<file path="config.mk">
export PLATFORM = sky130hd
export DESIGN_NAME = fast_charge_policy_control
export DESIGN_NICKNAME = d
export VERILOG_FILES = /design/src/charge_policy_pkg.sv /design/src/fast_charge_policy_control.sv
export SDC_FILE = /design/constraint.sdc
export NUM_CORES = 1
export LEC_CHECK = 0
export ABC_AREA = 1
export BUFFER_PORTS_ARGS = -buffer_cell sky130_fd_sc_hd__clkbuf_2
export CORE_MARGIN = 2
export CORE_UTILIZATION = 54
export DETAILED_ROUTE_END_ITERATION = 7
export PLACE_DENSITY = 0.82
export SLEW_MARGIN = 5
export SYNTH_ARGS = -nofsm -noshare
export SYNTH_HDL_FRONTEND = slang
export SYNTH_SLANG_ARGS = --single-unit
</file>
<file path="constraint.sdc">
create_clock -name aclk -period 2.79 [get_ports aclk]
set_input_delay 0.279 -clock aclk [delete_from_list [all_inputs] [get_ports aclk]]
set_output_delay 0.279 -clock aclk [all_outputs]
set_load 0.01 [all_outputs]
</file>
<file path="src/charge_policy_pkg.sv">
package charge_policy_pkg;

  // voltage codes are in 100 mV units
  localparam logic [7:0] V_DEFAULT = 8'h32;
  localparam logic [7:0] V_MIN = 8'h24;
  localparam logic [7:0] V_CAP_FLOAT = 8'h78;
  localparam logic [7:0] V_CAP_GND = 8'hC8;
  // feedback code is signed, 2 uA a step
  localparam int FB_W = 9;
  localparam logic [FB_W-1:0] FB_ZERO = 9'h000;

  // register byte addresses
  localparam logic [7:0] ADDR_CTRL = 8'h00;
  localparam logic [7:0] ADDR_TRIM = 8'h04;
  localparam logic [7:0] ADDR_ILIM = 8'h08;
  localparam logic [7:0] ADDR_STATUS = 8'h0C;
  localparam logic [7:0] ADDR_IRQ_STAT = 8'h10;
  localparam logic [7:0] ADDR_IRQ_MASK = 8'h14;
  localparam logic [7:0] ADDR_LAST_REQ = 8'h18;

  // field positions
  localparam int CTRL_EN = 0;
  localparam int CTRL_LEGACY_EN = 1;
  localparam int IRQ_GRANT = 0;
  localparam int IRQ_DENY = 1;
  localparam int IRQ_FAULT = 2;
  localparam int IRQ_MODE = 3;
  localparam int IRQ_RAIL = 4;
  localparam int IRQ_W = 5;

  // reset values
  localparam logic [1:0] CTRL_RST = 2'h3;
  localparam logic [FB_W-1:0] TRIM_RST = 9'h000;
  localparam logic [7:0] ILIM_RST = 8'h1E;
  localparam logic [IRQ_W-1:0] MASK_RST = 5'h00;

  localparam logic [1:0] RESP_OKAY = 2'h0;
  localparam logic [1:0] RESP_SLVERR = 2'h2;

  typedef enum logic [1:0] {CAP_5V, CAP_12V, CAP_20V} cap_t;

  // analog comparator outputs, asynchronous to aclk
  typedef struct packed {
    logic sel_high;
    logic sel_gnd;
    logic ntc_below_short;
    logic ntc_below_hot;
    logic ntc_above_cold;
    logic cc_sink_attached;
  } cmp_in_t;

  // request from the line protocol decoder
  typedef struct packed {
    logic [2:0] standard;
    logic [7:0] volt;
    logic [7:0] amps;
  } req_t;

endpackage : charge_policy_pkg

</file>
<file path="src/fast_charge_policy_control.sv">
`timescale 1ns/1ps
module fast_charge_policy_control
  import charge_policy_pkg::*;
(
  // clock and reset
  input wire logic aclk,
  input wire logic aresetn,
  // axi4-lite slave
  input wire logic [7:0] s_axi_awaddr,
  input wire logic s_axi_awvalid,
  output logic s_axi_awready,
  input wire logic [31:0] s_axi_wdata,
  input wire logic [3:0] s_axi_wstrb,
  input wire logic s_axi_wvalid,
  output logic s_axi_wready,
  output logic [1:0] s_axi_bresp,
  output logic s_axi_bvalid,
  input wire logic s_axi_bready,
  input wire logic [7:0] s_axi_araddr,
  input wire logic s_axi_arvalid,
  output logic s_axi_arready,
  output logic [31:0] s_axi_rdata,
  output logic [1:0] s_axi_rresp,
  output logic s_axi_rvalid,
  input wire logic s_axi_rready,
  // comparators
  input wire cmp_in_t cmp_in,
  // protocol decoder side
  input wire logic req_valid,
  input wire req_t req,
  input wire logic handshake_ok,
  input wire logic client_legacy,
  output logic req_grant,
  output logic req_deny,
  // pins and analog controls
  output logic temp_fault_flag,
  output logic current_sense_mode,
  output logic rail_enable,
  output logic cc_source_en,
  output logic dpdm_legacy_en,
  output logic [FB_W-1:0] feedback_current,
  output logic irq
);

  ////////////////////////////////////////////////////////////////////////
  // comparator synchronisers

  localparam int NSYNC = $bits(cmp_in_t);
  logic [NSYNC-1:0] sync1_r;
  logic [NSYNC-1:0] sync2_r;
  cmp_in_t cmp_s;

  always_ff @(posedge aclk)
  begin
    if (!aresetn)
    begin
      sync1_r <= '0;
      sync2_r <= '0;
    end
    else
    begin
      sync1_r <= cmp_in;
      sync2_r <= sync1_r;
    end
  end

  assign cmp_s = cmp_in_t'(sync2_r);

  ////////////////////////////////////////////////////////////////////////
  // registers

  logic [1:0] ctrl_r;
  logic [FB_W-1:0] trim_r;
  logic [7:0] ilim_r;
  logic [IRQ_W-1:0] irq_stat_r;
  logic [IRQ_W-1:0] irq_mask_r;
  req_t last_req_r;
  logic [7:0] volt_r;
  logic [FB_W-1:0] fb_r;
  logic fault_r;
  logic cs_mode_r;
  logic rail_r;
  cap_t cap;
  logic [7:0] cap_volt;
  logic fault_nxt;
  logic cs_mode_nxt;
  logic [IRQ_W-1:0] events;

  ////////////////////////////////////////////////////////////////////////
  // voltage cap and mode

  always_comb
  begin
    if (cmp_s.sel_high)
    begin
      cap = CAP_5V;
      cap_volt = V_DEFAULT;
    end
    else if (cmp_s.sel_gnd)
    begin
      cap = CAP_20V;
      cap_volt = V_CAP_GND;
    end
    else
    begin
      cap = CAP_12V;
      cap_volt = V_CAP_FLOAT;
    end
  end

  // the mode follows the pin level; a shorted thermistor therefore reads as current-sense
  assign cs_mode_nxt = cmp_s.ntc_below_short;
  // cold side, hot window, otherwise normal; always clear in current-sense mode
  assign fault_nxt = !cs_mode_nxt && (cmp_s.ntc_above_cold
                     || cmp_s.ntc_below_hot);

  always_ff @(posedge aclk)
  begin
    if (!aresetn)
    begin
      cs_mode_r <= 1'b0;
      fault_r <= 1'b0;
    end
    else
    begin
      cs_mode_r <= cs_mode_nxt;
      fault_r <= fault_nxt;
    end
  end

  ////////////////////////////////////////////////////////////////////////
  // request arbitration and feedback current

  logic req_ok;
  logic [7:0] volt_grant;
  logic signed [FB_W-1:0] fb_base;
  logic signed [FB_W-1:0] fb_calc;

  // 10 uA per volt above 5 V gives 40, 70 and 150 uA at 9, 12 and 20 V
  assign fb_base = FB_W'(($signed({1'b0, req.volt}) - $signed({1'b0, V_DEFAULT})) >>> 1);
  assign fb_calc = fb_base + $signed(trim_r);

  always_comb
  begin
    req_ok = ctrl_r[CTRL_EN] && !cmp_s.sel_high;
    if (req.volt > cap_volt || req.volt < V_MIN)
      req_ok = 1'b0;
    if (req.amps > ilim_r)
      req_ok = 1'b0;
    // the current-sense protocol is unavailable in thermistor mode
    if (req.standard == 3'h0 || (req.standard == 3'h7 && !cs_mode_r))
      req_ok = 1'b0;
    volt_grant = req.volt;
  end

  always_ff @(posedge aclk)
  begin
    if (!aresetn)
    begin
      req_grant <= 1'b0;
      req_deny <= 1'b0;
      volt_r <= V_DEFAULT;
      fb_r <= FB_ZERO;
      last_req_r <= '0;
    end
    else
    begin
      req_grant <= req_valid && req_ok;
      req_deny <= req_valid && !req_ok;
      if (req_valid)
        last_req_r <= req;
      if (cmp_s.sel_high || !ctrl_r[CTRL_EN])
      begin
        volt_r <= V_DEFAULT;
        fb_r <= FB_ZERO;
      end
      else if (req_valid && req_ok)
      begin
        volt_r <= volt_grant;
        fb_r <= (volt_grant == V_DEFAULT) ? FB_ZERO : fb_calc;
      end
      else if (volt_r > cap_volt)
      begin
        // cap lowered under a running grant: fall back to default
        volt_r <= V_DEFAULT;
        fb_r <= FB_ZERO;
      end
    end
  end

  ////////////////////////////////////////////////////////////////////////
  // type-c rail, cc and dp/dm

  always_ff @(posedge aclk)
  begin
    if (!aresetn)
      rail_r <= 1'b0;
    else if (!cmp_s.cc_sink_attached)
      rail_r <= 1'b0;
    else if (handshake_ok)
      rail_r <= 1'b1;
  end

  always_ff @(posedge aclk)
  begin
    if (!aresetn)
    begin
      cc_source_en <= 1'b0;
      dpdm_legacy_en <= 1'b0;
    end
    else
    begin
      cc_source_en <= rail_r;
      dpdm_legacy_en <= ctrl_r[CTRL_LEGACY_EN] && client_legacy;
    end
  end

  assign temp_fault_flag = fault_r;
  assign current_sense_mode = cs_mode_r;
  assign rail_enable = rail_r;
  assign feedback_current = fb_r;

  ////////////////////////////////////////////////////////////////////////
  // interrupts

  logic fault_d_r;
  logic mode_d_r;
  logic rail_d_r;
  logic wr_fire;
  logic [7:0] wr_addr;
  logic [31:0] wr_data;

  always_ff @(posedge aclk)
  begin
    if (!aresetn)
    begin
      fault_d_r <= 1'b0;
      mode_d_r <= 1'b0;
      rail_d_r <= 1'b0;
    end
    else
    begin
      fault_d_r <= fault_r;
      mode_d_r <= cs_mode_r;
      rail_d_r <= rail_r;
    end
  end

  always_comb
  begin
    events = '0;
    events[IRQ_GRANT] = req_grant;
    events[IRQ_DENY] = req_deny;
    events[IRQ_FAULT] = fault_r && !fault_d_r;
    events[IRQ_MODE] = cs_mode_r ^ mode_d_r;
    events[IRQ_RAIL] = rail_r && !rail_d_r;
  end

  // a new event wins over a clear in the same cycle
  always_ff @(posedge aclk)
  begin
    if (!aresetn)
      irq_stat_r <= '0;
    else if (wr_fire && wr_addr == ADDR_IRQ_STAT && w_strb_r[0])
      irq_stat_r <= (irq_stat_r & ~wr_data[IRQ_W-1:0]) | events;
    else
      irq_stat_r <= irq_stat_r | events;
  end

  assign irq = |(irq_stat_r & irq_mask_r);

  ////////////////////////////////////////////////////////////////////////
  // axi4-lite write

  logic aw_have_r;
  logic w_have_r;
  logic [7:0] aw_addr_r;
  logic [31:0] w_data_r;
  logic [3:0] w_strb_r;
  logic wr_mapped;

  assign s_axi_awready = !aw_have_r && !s_axi_bvalid;
  assign s_axi_wready = !w_have_r && !s_axi_bvalid;
  assign wr_fire = aw_have_r && w_have_r && !s_axi_bvalid;
  assign wr_addr = aw_addr_r;
  assign wr_data = w_data_r;
  assign wr_mapped = wr_addr == ADDR_CTRL || wr_addr == ADDR_TRIM || wr_addr == ADDR_ILIM
                     || wr_addr == ADDR_IRQ_STAT || wr_addr == ADDR_IRQ_MASK || wr_addr == ADDR_STATUS
                     || wr_addr == ADDR_LAST_REQ;

  always_ff @(posedge aclk)
  begin
    if (!aresetn)
    begin
      aw_have_r <= 1'b0;
      w_have_r <= 1'b0;
      aw_addr_r <= '0;
      w_data_r <= '0;
      w_strb_r <= '0;
      s_axi_bvalid <= 1'b0;
      s_axi_bresp <= RESP_OKAY;
    end
    else
    begin
      if (s_axi_awvalid && s_axi_awready)
      begin
        aw_have_r <= 1'b1;
        aw_addr_r <= {s_axi_awaddr[7:2], 2'b00};
      end
      if (s_axi_wvalid && s_axi_wready)
      begin
        w_have_r <= 1'b1;
        w_data_r <= s_axi_wdata;
        w_strb_r <= s_axi_wstrb;
      end
      if (wr_fire)
      begin
        aw_have_r <= 1'b0;
        w_have_r <= 1'b0;
        s_axi_bvalid <= 1'b1;
        s_axi_bresp <= wr_mapped ? RESP_OKAY : RESP_SLVERR;
      end
      else if (s_axi_bvalid && s_axi_bready)
        s_axi_bvalid <= 1'b0;
    end
  end

  // only byte lane 0 is writable except the trim, which spans two
  always_ff @(posedge aclk)
  begin
    if (!aresetn)
    begin
      ctrl_r <= CTRL_RST;
      trim_r <= TRIM_RST;
      ilim_r <= ILIM_RST;
      irq_mask_r <= MASK_RST;
    end
    else if (wr_fire)
    begin
      if (wr_addr == ADDR_CTRL && w_strb_r[0])
        ctrl_r <= wr_data[1:0];
      if (wr_addr == ADDR_TRIM && w_strb_r[0])
        trim_r[7:0] <= wr_data[7:0];
      if (wr_addr == ADDR_TRIM && w_strb_r[1])
        trim_r[8] <= wr_data[8];
      if (wr_addr == ADDR_ILIM && w_strb_r[0])
        ilim_r <= wr_data[7:0];
      if (wr_addr == ADDR_IRQ_MASK && w_strb_r[0])
        irq_mask_r <= wr_data[IRQ_W-1:0];
    end
  end

  ////////////////////////////////////////////////////////////////////////
  // axi4-lite read

  logic [31:0] rd_mux;
  logic rd_ok;
  logic [7:0] rd_addr;

  assign s_axi_arready = !s_axi_rvalid;
  assign rd_addr = {s_axi_araddr[7:2], 2'b00};

  always_comb
  begin
    rd_mux = 32'h0000_0000;
    rd_ok = 1'b1;
    case (rd_addr)
      ADDR_CTRL: rd_mux[1:0] = ctrl_r;
      ADDR_TRIM: rd_mux[FB_W-1:0] = trim_r;
      ADDR_ILIM: rd_mux[7:0] = ilim_r;
      ADDR_STATUS: rd_mux = {fb_r, volt_r, 8'h00, cap, cc_source_en, rail_r, dpdm_legacy_en, cs_mode_r, fault_r};
      ADDR_IRQ_STAT: rd_mux[IRQ_W-1:0] = irq_stat_r;
      ADDR_IRQ_MASK: rd_mux[IRQ_W-1:0] = irq_mask_r;
      ADDR_LAST_REQ: rd_mux[18:0] = last_req_r;
      default: rd_ok = 1'b0;
    endcase
  end

  always_ff @(posedge aclk)
  begin
    if (!aresetn)
    begin
      s_axi_rvalid <= 1'b0;
      s_axi_rdata <= 32'h0000_0000;
      s_axi_rresp <= RESP_OKAY;
    end
    else if (s_axi_arvalid && s_axi_arready)
    begin
      s_axi_rvalid <= 1'b1;
      s_axi_rdata <= rd_mux;
      s_axi_rresp <= rd_ok ? RESP_OKAY : RESP_SLVERR;
    end
    else if (s_axi_rvalid && s_axi_rready)
      s_axi_rvalid <= 1'b0;
  end

endmodule : fast_charge_policy_control

</file>
==> metrics.txt, run 1 <==
pwr dens=637 nW/um^2; Max Slew Vio Count=0; NumNets Final=1093; most used cell, CP=nand2_1; WL per Instance=14.5 microns; sequential area share after synthesis=43.6%; Post-synth EDFFs=0; share of cells above drive strength 1=17.7%; grt total ovfl=0; Syn Inst Count=870; crit-path max FO=18; post-synthesis cell area=6480 sq um; initial antenna violation count=0; dpl cell area=7160 sq um; slowest stage delay, CP=0.41 ns; CP endpoint kind=flip-flop; final period utilization=77.8%; CTS resizes=0; clock root buffer=clkbuf_16; DRC=0; Synth Register Bits=141; minimum clock period=2.17 ns; LEAKAGE=3.69 nW; CP Launch Type=flip-flop; setup TNS=0 ns; status=finished clean; slowest stage cell, crit path=nand4_2; Ports=145; worst skew pair latency=0.43 ns; Core Region=11900 sq um; Crit Path Class=flip-flop to flip-flop; WP data required=3.07 ns; Max Cap Violations=0; Syn Area/Cell=7.45 sq um; Critical Path AT=2.45 ns; CTS tree=built; Cell Chain, Critical Path=inv_1 -> nand2_2 -> ha_1 -> nand2_1 -> nand3b_1 -> nand2_1 -> inv_1 -> nand2_1 -> nand2_2 -> nand4_2 -> nand3_1 -> a21oi_1; RSZ-0062 raised after global routing=false; fillers=1064; hold_buf cts=0; commonest register cell after synthesis=dfxtp_1; antenna-violating nets left=0; CTS buffer count=17; setup violators final=0; Max-slew headroom=55.2%; Iteration-0 DRC Markers=457; antenna fix cells=0; first-pass GRT wire length=27400 microns; CTS max path bufs=2; Final GP Congestion=0.931; Final Hold Vio Count=0; Clock Sinks=141; multi-input logic area=3090 sq um; site row count=40; gr usage total=26.8%; H-Tree Depth=4; HPWL after DPL=12100 microns; Die Wd=114 microns; Synth cell types=47; largest net degree at the start of global routing=50; number of global-route vias before repair=5810; commonest non-fill, non-tap cell in the layout=nand2_1; FF+latch area=2820 sq um; port bufs=113; DRT Pass-1 Iters=5; CTS clk-pin slew, worst paths=0.06 ns; vias post-DR=6148; hold crit path type=input pin to flip-flop; fmax=461 MHz; setup bufs post-CTS=0; clk_skew=0.00792 ns; P&R area growth vs syn=19.9%; maximum VDD drop=464 uV; Final Instance Area=7770 sq um; Yosys warning count=0; ys async rst share=0%; Vias per Instance=5.40; worst-margin pin slew=0.671 ns; final WL=16500 microns; leading cell types in the layout, fill and taps excluded=nand2_1, dfxtp_1, clkbuf_2; Initial Utilization=54.6%; Die ar.=12900 sq um; Die Ht=114 microns
==> synthesized netlist by cell type (2+ instances only) <==
master    instances  area [sq um]
inv_2             2          7.51
or2_2             2          12.5
buf_6             2          22.5
a41oi_1           3          26.3
nor3_1            7          35.0
a211oi_1         15           113
o22ai_1           3          18.8
o21a_1            2          15.0
nand2_1         193           724
inv_1           102           383
xor2_1            3          26.3
a221oi_1          2          17.5
clkbuf_1         22          82.6
dfxtp_1         141          2820
o211ai_1         13          97.6
buf_4             4          30.0
nor3_4            3          48.8
a22oi_1           2          15.0
nor2_1           77           289
nand4_1           7          43.8
nand3_1          42           210
ha_1             26           325
a21oi_2           4          35.0
o21ai_0          71           355
buf_1             3          11.3
nand3b_1          3          22.5
nand2_2           2          12.5
buf_2             5          25.0
xnor2_1           4          35.0
a21oi_1          88           440
==> final timing paths <==
path | start | endpoint | slack [ns] | cells past startpoint
max reg2reg | cmp_s[5]$_SDFF_PN0_ | feedback_current[4]$_SDFFE_PP0P_ | 0.62 | 12
max | cmp_s[5]$_SDFF_PN0_ | feedback_current[4]$_SDFFE_PP0P_ | 0.62 | 12
min | cmp_in[0] | sync1_r[0]$_SDFF_PN0_ | 0.03 | 3
min reg2reg | sync1_r[3]$_SDFF_PN0_ | cmp_s[3]$_SDFF_PN0_ | 0.41 | 2
==> kinds of logic (layout without fill, tap and decap cells) <==
logic type	after synthesis	after routing	share of synthesized area, %
flip-flops	141	141	43.6
buffers and inverters	141	262	8.73
other	1	2	0.0579
adder cells (fa/ha/maj)	27	27	5.33
XOR/XNOR	7	7	0.946
AND/OR/NAND/NOR	342	342	22.8
AO/OA/AOI/OAI	211	211	18.6
==> final cells by class <==
type | instances | share of cell area (%)
Tap cell | 147 | 2.37
Sequential cell | 141 | 36.3
Multi-Input combinational cell | 589 | 39.8
Inverter | 105 | 5.07
Clock inverter | 8 | 1.37
Clock buffer | 24 | 6.46
Timing Repair Buffer | 125 | 8.60
==> flip-flops by register name, summed over array words and instances (netlist names), 2 cells and up <==
signal            count
w_strb_r              2
volt_r                8
w_data_r              9
feedback_current      9
irq_mask_r            5
ilim_r                8
aw_addr_r             6
s_axi_rdata          32
irq_stat_r            5
ctrl_r                2
trim_r                9
last_req_r           19
sync1_r               6
cmp_s                 6
==> through the flow <==
| stage | total power, mW | setup WS [ns] | utilization (%) | hold slack, ns | instances |
|---|---|---|---|---|---|
| finish | 4.95 | 0.619 | 65.5 | 0.0338 | 1139 |
| CTS | 4.97 | 0.642 | 65.5 | 0.0229 | 1139 |
| detailed placement | 2.71 | 0.356 | 60.4 | 0.399 | 1107 |
| floorplan | 2.53 | 0.732 | - | 0.377 | 871 |
| global route | 5.14 | 0.388 | 65.5 | 0.0417 | 1139 |
| global placement | 2.69 | 0.389 | 60.4 | 0.392 | 1107 |
==> metal layers <==
layer / wire length, microns / GRT usage, % / part of all wire [%]
met1: 7050 / 33.0 / 43
met2: 7860 / 44.4 / 48
met3: 978 / 4.94 / 5.9
met4: 602 / 14.6 / 3.7
met5: 0 / 0 / 0
==> worst max-delay path: cells and delay by family, from the launching register on <==
kind,cells,cell delay (ns)
flops,1,0.35
buf+inv,2,0.10
compound gates,1,0.10
simple gates,8,1.19
fa+ha+maj,1,0.27
==> where the power goes <==
| group | internal [mW] | leakage, nW | total [mW] | switching [mW] |
|---|---|---|---|---|
| Sequential | 2.11 | 1.16 | 2.17 | 0.0551 |
| Combinational | 0.178 | 2.24 | 0.504 | 0.325 |
| Clock | 1.44 | 0.293 | 2.28 | 0.844 |
| Total | 3.73 | 3.69 | 4.95 | 1.22 |
No activity file was read; power rests on OpenSTA's default activity.
==> run 2, diff against run 1 <==
CORE_UTILIZATION = 49   (was 54)
PLACE_DENSITY = 0.78   (was 0.82)
clock period = 1.8 ns   (was 2.79 ns; I/O delays follow)
==> metrics.txt, run 2 (synthesized netlist as in run 1, its figures left out) <==
antenna fix cells=0; worst-margin pin slew=0.591 ns; maximum VDD drop=695 uV; clock root buffer=clkbuf_16; Final Instance Area=8500 sq um; status=finished, violations left; port bufs=113; Max Slew Vio Count=0; final design utilization=65.0%; final period utilization=105%; number of global-route vias before repair=6068; DRC=0; share of cells above drive strength 1=23.9%; CTS buffer count=17; initial antenna violation count=0; Top Registers=s_axi_rdata: 32 flops, last_req_r: 19 flops; clk_skew=0.00786 ns; Most Crowded Layer GR=met2; Crit Path Class=flip-flop to flip-flop; vias post-DR=6380; fillers=1097; pwr dens=926 nW/um^2; CP endpoint kind=flip-flop; Core Region=13100 sq um; CP Launch Type=flip-flop; WL per Instance=14.4 microns; CTS max path bufs=2; antenna-violating nets left=0; HPWL after DPL=12800 microns; Largest register FFs=32; multi-input logic area=3210 sq um; Critical Path AT=2.24 ns; Biggest register=s_axi_rdata; Non-Filler Instances=1233; site row count=42; Die Wd=119 microns; H-Tree Depth=4; grt total ovfl=0; worst skew pair latency=0.42 ns; FF+latch area=2830 sq um; Vias per Instance=5.17; failing checks=negative setup slack; gr usage total=25.8%; Max-slew headroom=60.5%; placed insts=1189; crit-path max FO=17; Die ar.=14200 sq um; Initial Utilization=49.5%; RSZ-0062 raised after global routing=true; final WL=17800 microns; GR Layer Usage met3=5.70%; first-pass GRT wire length=29000 microns; commonest non-fill, non-tap cell in the layout=nand2_1; Iteration-0 DRC Markers=621; CTS clk-pin slew, worst paths=0.06 ns; dpl cell area=7720 sq um; fmax=531 MHz; Worst Hold Path Cells=3; routing usage on met1=30.8%; FF-to-FF path depth=9; NumNets Final=1159; largest net degree at the start of global routing=59; leading cell types in the layout, fill and taps excluded=nand2_1, dfxtp_1, clkbuf_2; GR Layer Usage met2=43.9%; setup violators final=17; CTS tree=built; pre-CTS setup slack=-0.363 ns; P&R area growth vs syn=31.2%; Clock Sinks=141; Max Cap Violations=0; Final Hold Vio Count=0; WP data required=2.16 ns; minimum clock period=1.88 ns; hold crit path type=input pin to flip-flop; LEAKAGE=4.03 nW; hold_ws=0.0126 ns; DRT Pass-1 Iters=6; r2r setup slk=-0.08 ns; Ports=145; Worst Slack Setup Final=-0.0831 ns; Final GP Congestion=0.928; Die Ht=119 microns
## run 2: cell types whose count changed in the layout (fill, tap and decap cells not counted), moves of 4 or more
cell / before / now
buf_4: 11 / 62
a21oi_2: 4 / 10
buf_12: 1 / 5
a21oi_1: 88 / 82
dlygate4sd3_1: 0 / 10
## run 2: final cells by class
cell class / instances / area share (%)
inverters: 105 / 4.68
clock inverters: 12 / 1.91
multi-input cells: 590 / 37.8
well taps: 176 / 2.59
repair buffers: 190 / 14.5
clock buffers: 19 / 5.33
flip-flops and latches: 141 / 33.2
## run 2: report_power, final
group	switching (mW)	internal, mW	total, mW
Combinational	0.548	0.368	0.916
Clock	1.35	2.25	3.60
Sequential	0.0858	3.27	3.36
## run 2: path summary, 6_finish.rpt
path                              start                          endpoint
setup / recovery    cmp_s[5]$_SDFF_PN0_  feedback_current[1]$_SDFFE_PP0P_
hold / removal          s_axi_awaddr[7]         aw_addr_r[7]$_SDFFE_PN0P_
setup reg to reg    cmp_s[5]$_SDFF_PN0_  feedback_current[1]$_SDFFE_PP0P_
hold reg to reg   sync1_r[3]$_SDFF_PN0_               cmp_s[3]$_SDFF_PN0_
## run 2: stage by stage
stage | setup TNS, ns | total power [mW]
global route | -2.87 | 8.17
detailed placement | -3.51 | 4.29
CTS | -0.774 | 7.90
global placement | -2.66 | 4.27
finish | -0.907 | 7.87
floorplan | -0.0497 | 3.93
## run 2: worst max-delay path, stage by stage (launching register included)
cell	delay (ns)
dfxtp_4	0.37
inv_2	0.07
nand2_4	0.06
ha_1	0.33
nand2_1	0.09
nand3b_1	0.22
o22ai_2	0.24
buf_12	0.18
nand3_1	0.11
a21oi_2	0.14
## run 2: what timing repair did
action | 4_1_cts | 5_1_grt
gates resized for setup | 6 | 8
gates cloned | 1 | 0
buffers inserted | 1 | 1
hold buffers | 10 | 0
pin swaps | 16 | 17
setup endpoints to repair | 17 | 17
hold endpoints to repair | 10 | 0
## run 2: routing by layer
metal / part of all wire, % / up-vias
met5: 0 / -
met1: 43 / 2909
met3: 5.4 / 46
met2: 49 / 194
li1: - / 3231
met4: 3.6 / 0
